$ cat config.mk
export PLATFORM = sky130hd
export DESIGN_NAME = apt_play_ctrl
export DESIGN_NICKNAME = d
export VERILOG_FILES = /design/src/include/apt_pkg.sv /design/src/verilog/apt_trig_cond.sv /design/src/verilog/apt_play_ctrl.sv
export SDC_FILE = /design/constraint.sdc
export NUM_CORES = 1
export LEC_CHECK = 0
export BUFFER_PORTS_ARGS = -buffer_cell sky130_fd_sc_hd__buf_2
export CORE_UTILIZATION = 30
export CTS_CLUSTER_DIAMETER = 40
export DETAILED_ROUTE_END_ITERATION = 8
export HOLD_SLACK_MARGIN = 0.12
export PLACE_DENSITY = 0.49
export SYNTH_ARGS = -nofsm -noshare
export SYNTH_HDL_FRONTEND = slang
export SYNTH_SLANG_ARGS = --single-unit
$ cat constraint.sdc
create_clock -name mclk -period 4.45 [get_ports mclk]
set_input_delay 1.335 -clock mclk [delete_from_list [all_inputs] [get_ports mclk]]
set_output_delay 1.335 -clock mclk [all_outputs]
set_load 0.03 [all_outputs]
$ cat src/include/apt_pkg.sv
// Shared constants and types for the waveform playback trigger controller
package apt_pkg;
  // Trigger styles
  typedef enum logic [2:0] {
    APT_STY_CONT,
    APT_STY_IGNORE,
    APT_STY_BUFFER,
    APT_STY_REALTIME,
    APT_STY_SEGMENT,
    APT_STY_GATE
  } apt_style_e;

  // Trigger sources
  typedef enum logic [1:0] {
    APT_SRC_KEY,
    APT_SRC_EXT,
    APT_SRC_BUS,
    APT_SRC_INT
  } apt_source_e;

  // Controller states
  typedef enum logic {
    APT_IDLE,
    APT_PLAY
  } apt_state_e;

  // Reset values
  localparam logic APT_RST_PLAYING = 1'b0;
  localparam logic APT_RST_PENDING = 1'b0;
  localparam logic APT_RST_SYNC = 1'b0;

  // Default widths
  localparam int APT_SEG_LEN_W = 16;
  localparam int APT_SEG_IDX_W = 4;
endpackage

$ cat src/verilog/apt_trig_cond.sv
// Trigger source selection with external input synchroniser and edge finder
module apt_trig_cond
  import apt_pkg::*;
(
  input wire logic mclk,
  input wire logic rst_b,
  input wire apt_source_e src_sel,
  input wire logic ext_polarity,
  input wire logic ext_trig,
  input wire logic key_trig,
  input wire logic bus_trig,
  input wire logic int_trig,
  output logic trig_pulse,
  output logic gate_level
);
  logic sync_a;
  logic sync_b;
  logic lvl_d;
  logic ext_lvl;
  logic ext_edge;
  logic next_trig;

  // Two-stage synchroniser; only the second stage is looked at
  always_ff @(posedge mclk or negedge rst_b) begin
    if (!rst_b) begin
      sync_a <= APT_RST_SYNC;
      sync_b <= APT_RST_SYNC;
    end else begin
      sync_a <= ext_trig;
      sync_b <= sync_a;
    end
  end

  // Polarity folds a negative gate into an active-high level
  assign ext_lvl = ext_polarity ? sync_b : ~sync_b;
  // Edge found on the raw pin level, so a polarity change or reset never fakes a trigger
  assign ext_edge = ext_polarity ? (sync_b & ~lvl_d) : (~sync_b & lvl_d);

  // One source at a time; the others are dropped
  always_comb begin
    next_trig = 1'b0;
    unique case (src_sel)
      APT_SRC_KEY: next_trig = key_trig;
      APT_SRC_EXT: next_trig = ext_edge;
      APT_SRC_BUS: next_trig = bus_trig;
      APT_SRC_INT: next_trig = int_trig;
    endcase
  end

  // Registered outputs keep the trigger pulse glitch free
  always_ff @(posedge mclk or negedge rst_b) begin
    if (!rst_b) begin
      lvl_d <= APT_RST_SYNC;
      trig_pulse <= 1'b0;
      gate_level <= 1'b0;
    end else begin
      lvl_d <= sync_b;
      trig_pulse <= next_trig;
      gate_level <= ext_lvl;
    end
  end
endmodule

$ cat src/verilog/apt_play_ctrl.sv
// Playback trigger controller: starts, restarts, queues, advances and stops segments
module apt_play_ctrl
  import apt_pkg::*;
#(
  parameter int SEG_LEN_W = APT_SEG_LEN_W,
  parameter int SEG_IDX_W = APT_SEG_IDX_W
) (
  input wire logic mclk,
  input wire logic rst_b,
  input wire logic arb_on,
  input wire apt_style_e style,
  input wire apt_source_e src_sel,
  input wire logic ext_polarity,
  input wire logic ext_trig,
  input wire logic key_trig,
  input wire logic bus_trig,
  input wire logic int_trig,
  input wire logic [SEG_IDX_W-1:0] seg_count,
  input wire logic [SEG_LEN_W-1:0] seg_len,
  output logic playing,
  output logic [SEG_LEN_W-1:0] sample_addr,
  output logic [SEG_IDX_W-1:0] seg_idx,
  output logic buffered,
  output logic seg_start,
  output logic seg_done
);
  if (SEG_LEN_W < 2 || SEG_LEN_W > 32) begin : g_bad_len
    $error("SEG_LEN_W out of range");
  end
  if (SEG_IDX_W < 1 || SEG_IDX_W > 16) begin : g_bad_idx
    $error("SEG_IDX_W out of range");
  end

  logic trig;
  logic gate;
  logic last;
  logic [SEG_IDX_W-1:0] seg_next;
  logic next_playing;
  logic [SEG_LEN_W-1:0] next_addr;
  logic [SEG_IDX_W-1:0] next_idx;
  logic next_pend;
  logic next_start;
  logic next_done;

  // Wraps to the first segment after the last one in the sequence
  function automatic logic [SEG_IDX_W-1:0] next_seg(input logic [SEG_IDX_W-1:0] idx,
                                                    input logic [SEG_IDX_W-1:0] cnt);
    logic [SEG_IDX_W-1:0] inc;
    inc = idx + 1'b1;
    if (inc >= cnt || inc == '0) begin
      next_seg = '0;
    end else begin
      next_seg = inc;
    end
  endfunction

  apt_trig_cond u_trig (
    .mclk(mclk),
    .rst_b(rst_b),
    .src_sel(src_sel),
    .ext_polarity(ext_polarity),
    .ext_trig(ext_trig),
    .key_trig(key_trig),
    .bus_trig(bus_trig),
    .int_trig(int_trig),
    .trig_pulse(trig),
    .gate_level(gate)
  );

  // A zero length is served as a one-sample segment
  assign last = (seg_len == '0) || (sample_addr == seg_len - 1'b1);
  assign seg_next = next_seg(seg_idx, seg_count);

  // Next-state decision for all trigger styles
  always_comb begin
    next_playing = playing;
    next_addr = sample_addr;
    next_idx = seg_idx;
    next_pend = buffered;
    next_start = 1'b0;
    next_done = 1'b0;
    if (!arb_on) begin
      next_playing = APT_RST_PLAYING;
      next_addr = '0;
      next_idx = '0;
      next_pend = APT_RST_PENDING;
    end else if (style == APT_STY_GATE) begin
      next_pend = 1'b0;
      if (gate) begin
        next_playing = 1'b1;
        if (!playing) begin
          next_start = 1'b1;
        end else if (last) begin
          next_addr = '0;
          next_idx = seg_next;
          next_done = 1'b1;
          next_start = 1'b1;
        end else begin
          next_addr = sample_addr + 1'b1;
        end
      end else begin
        // Pause keeps the position so the gate resumes where it stopped
        next_playing = 1'b0;
      end
    end else if (trig && (!playing || style == APT_STY_CONT || style == APT_STY_REALTIME)) begin
      next_playing = 1'b1;
      next_addr = '0;
      next_pend = 1'b0;
      next_start = 1'b1;
    end else if (playing) begin
      if (last) begin
        next_done = 1'b1;
        next_addr = '0;
        unique case (style)
          APT_STY_CONT: next_start = 1'b1;
          APT_STY_BUFFER: begin
            // A trigger on the last sample counts as the remembered one
            if (buffered || trig) begin
              next_pend = 1'b0;
              next_start = 1'b1;
            end else begin
              next_playing = 1'b0;
            end
          end
          APT_STY_SEGMENT: begin
            next_playing = 1'b0;
            next_idx = seg_next;
          end
          default: next_playing = 1'b0;
        endcase
      end else begin
        next_addr = sample_addr + 1'b1;
        if (style == APT_STY_BUFFER && trig) begin
          next_pend = 1'b1;
        end
      end
    end else begin
      next_addr = '0;
      next_pend = 1'b0;
    end
  end

  // Playback state and position
  always_ff @(posedge mclk or negedge rst_b) begin
    if (!rst_b) begin
      playing <= APT_RST_PLAYING;
      sample_addr <= '0;
      seg_idx <= '0;
    end else begin
      playing <= next_playing;
      sample_addr <= next_addr;
      seg_idx <= next_idx;
    end
  end

  // Remembered trigger, only one deep
  always_ff @(posedge mclk or negedge rst_b) begin
    if (!rst_b) begin
      buffered <= APT_RST_PENDING;
    end else begin
      buffered <= next_pend;
    end
  end

  // Segment event pulses for the datapath
  always_ff @(posedge mclk or negedge rst_b) begin
    if (!rst_b) begin
      seg_start <= 1'b0;
      seg_done <= 1'b0;
    end else begin
      seg_start <= next_start;
      seg_done <= next_done;
    end
  end
endmodule

==> metrics.md <==
| Metric | Value |
|---|---|
| Max FO, Critical Path | 9 |
| Largest family of logic cells by synthesized area | simple AND/OR/NAND/NOR gates |
| H-tree lvl count | 2 |
| Clk pin slew, worst setup/hold paths | roughly 60 ps |
| Via-to-Cell Ratio | around 5.2 |
| Core Rows | 32 |
| EDFF count, synth | 0 |
| Grt peak-use layer | met2 |
| Clk_skew | between 4 and 5 ps |
| Synth Area in XOR/XNOR | 9.53% |
| Post-synthesis mux area share | 0.943% |
| Initial Util | between 30% and 40% |
| Count of cell types in the netlist | 62 |
| Relative slew slack | a little under a third |
| Critical path cell sequence | buf_2 -> inv_1 -> ha_1 -> or3b_1 -> nor2_1 -> xnor2_1 -> or4_1 -> a2111oi_0 -> a31oi_1 -> o21a_1 -> a22o_1 |
| Startpoint types | input pin |
| Hold EP | u_trig.sync_b$_DFF_PN0_ |
| Drt total wl | ~6200 um |
| Final hold viol count | 0 |
| Final worst path period share | 88.2% |
| Slew Limit Fails | 0 |
| WHS Path Cells | 0 |
| Synth warn | 0 |
| CTS resizes | 0 |
| Class of the worst hold path | reg2reg |
| Buffers on Ports | between 50 and 60 |
| GR met3 Demand/Resource | 3.52% |
| Final setup viols | 0 |
| Setup TNS | 0 ps |
| Total of max-cap violations | 0 |
| Setup Buffers After CTS | 0 |
| Max reg flops | 16 |
| Leak Pwr | approximately 1.3 nW |
| Die area | around 0.0083 mm^2 |
| Min Hold Slack | 354 ps |
| F_max | around 250 MHz |
| CP max stage cell | or3b_1 |
| Synthesized area | about 0.0024 mm^2 |
| Final Power | about 0.6 mW |
| Clk_lat worst skew | 270 ps |
| Sequential share of the synthesized area | 30.4% |
| Syn nets | approximately 300 |
| Final net count | between 300 and 400 |
| Register-to-Register Path Depth | 8 |
| Detail Route Antenna Nets | 0 |
| Worst r2r dst | seg_idx[3]$_DFFE_PN0P_ |
| Routed wire length per instance | roughly 15 um |
| Congestion Overflow GR | 0 |
| Req. time, crit path | 4610 ps |
| Inserted Clock Buffers | 5 |
| Adder-Cell Fraction of Synth Area | under 10% |
| Least-Margin Pin Slew | 1040 ps |
| Status | completed |
| Top flop regs | sample_addr: 16 flops, seg_idx: 4 flops |
| Synth Area in Compound Gates | 24.3% |
| Register-to-register setup slack | approximately 1700 ps |
| Syn Inst Count | 267 |
| Post-synthesis register bit count | 29 |
| Pre-Repair DR Iteration Count | 4 |
| Diodes inserted | 0 |
| Simple-Gate Fraction of Synth Area | 26.3% |
| Iter 0 DRT Violations | between 100 and 150 |
| Clk buf depth | 2 |
| VDD IR max | around 0.096 mV |
| Vias in the first global route | roughly 2100 |
| Power per standard cell area | 209 mW/mm^2 |
| Fraction of registers with async set/reset | 100% |
| Gr usage total | 15.5% |
| Residual DRC | 0 |
| Largest net degree at the start of global routing | 30 |
| Syn_area_per_cell | approximately 8.9 um^2 |
| Biggest register | sample_addr |
| Critical path type | in2reg |
| Root buf cell | clkbuf_8 |
| CP arrival | approximately 4100 ps |
| TritonCTS clock tree | done |
| Finished Layout Cells | between 400 and 500 |
| Primary FF master, synth | dfrtp_1 |
| Initial antenna violation count | 0 |
| Core area | between 0.007 and 0.008 mm^2 |
| Cells after DPL | roughly 420 |
| Hpwl dp | 4710 um |
| Crit. End Element | flip-flop |
| Die X | about 90 um |
| Final core utilization | a little under two fifths |
| Worst path max stage delay | roughly 440 ps |
| Vias | between 2000 and 2500 |
| Global routing usage on met1 | a little over a fifth |
| First-pass GRT wire length | 10400 um |
| Hold path startpoint | u_trig.sync_a$_DFF_PN0_ |
| Share of cells above drive strength 1 | 26.2% |
| Chip height | a little over 90 um |
| RSZ-0062 raised after global routing | no |
| Met2 Usage GRT | roughly a quarter |
| # IOs | between 50 and 60 |
| Reg-to-reg startpoint | sample_addr[3]$_DFFE_PN0P_ |
| Synthesis-to-finish area growth | 20.6% |
| Fin crit period | roughly 3900 ps |
| Gpl congestion | 0.877 |
| Clk sinks | 29 |
| Hold Buf Count CTS | 0 |
-- layout by cell type (no fill, tap or decap), drive strengths merged, types with 5 or more instances in the layout --
cell type | netlist | final
a31o | 11 | 11
a31oi | 7 | 7
buf | 6 | 64
clkbuf | 8 | 7
dfrtp | 29 | 29
ha | 8 | 8
inv | 8 | 8
nand2 | 34 | 34
nand2b | 5 | 5
nand3 | 14 | 14
nor2 | 16 | 16
nor2b | 5 | 5
nor3 | 9 | 9
o21ai | 7 | 7
o41ai | 10 | 10
xnor2 | 17 | 17
xor2 | 9 | 9
-- synth_stat cells (2+ instances only) --
cell type,number,area (um^2)
nor3_1,8,40.0
buf_2,2,10.0
nor4b_1,2,17.5
o41ai_2,6,97.6
dfrtp_1,29,726
buf_6,2,22.5
nand2b_1,5,31.3
nor2_1,15,56.3
or3_1,3,18.8
nand3b_1,4,30.0
inv_1,8,30.0
xor2_1,9,78.8
nand2_1,34,128
and3_1,3,18.8
a311oi_1,2,17.5
a211oi_1,4,30.0
clkbuf_1,8,30.0
o41ai_1,4,35.0
nor3b_1,2,15.0
ha_1,8,100
nand3_1,14,70.1
o21ai_0,5,25.0
nor2b_1,5,31.3
or4_1,3,22.5
a21oi_1,3,15.0
xnor2_1,17,149
or2_2,2,12.5
a32o_1,2,20.0
o31ai_1,2,15.0
a22o_1,4,35.0
and4b_1,2,20.0
o21ai_1,2,10.0
a31oi_1,7,43.8
o2111ai_1,2,17.5
a31o_1,10,87.6
a221o_1,3,30.0
-- stage by stage --
stage	cell area (um^2)	worst slack (ps)
global placement	2800	378
global route	2880	335
floorplan	2390	712
finish	2880	523
CTS	2880	570
detailed placement	2800	274
-- cell families after synthesis --
family | count (synthesis)
compound gates | 68
xor+xnor | 26
fa+ha+maj | 8
buf+inv | 22
flops | 29
mux | 1
simple gates | 113
-- final cells by class --
type	instances	area, um^2
inverter	8	30.0
clock buffer	7	86.3
timing repair buffer	64	353
multi-input combinational	216	1560
sequential	29	726
fill	823	4850
tap	102	128
-- where the power goes --
group / internal, mW / switching [mW] / leakage, nW
logic: 0.0421 / 0.0630 / 0.865
clock network: 0.123 / 0.0964 / 0.0443
registers: 0.270 / 0.00741 / 0.392
total: 0.434 / 0.167 / 1.30
-- worst max path at each step --
stage | start | to
4_1_cts | seg_len[0] | seg_idx[3]$_DFFE_PN0P_
3_3_place_gp | seg_len[0] | seg_idx[0]$_DFFE_PN0P_
6_report | seg_len[0] | seg_idx[3]$_DFFE_PN0P_
5_1_grt | seg_len[0] | seg_idx[3]$_DFFE_PN0P_
3_5_place_dp | seg_len[0] | seg_idx[3]$_DFFE_PN0P_
2_1_floorplan | seg_len[0] | seg_idx[0]$_DFFE_PN0P_
-- critical path, delay by kind of cell --
kind                       cells  cell delay (ps)
buffers and inverters          2              230
AOI/OAI and AO/OA              4             1150
adders and majority gates      1              310
xor gates and xnor gates       1               90
and+or+nand+nor                3              970
-- layer usage --
layer  share of wire (%)  vias up  wire, um
met2                  46       36      2870
met3                 3.9        4       242
met5                   0        -         0
li1                    -     1114         -
met4                0.56        0        35
met1                  50     1061      3080
Power figures use the tool's default switching activity.
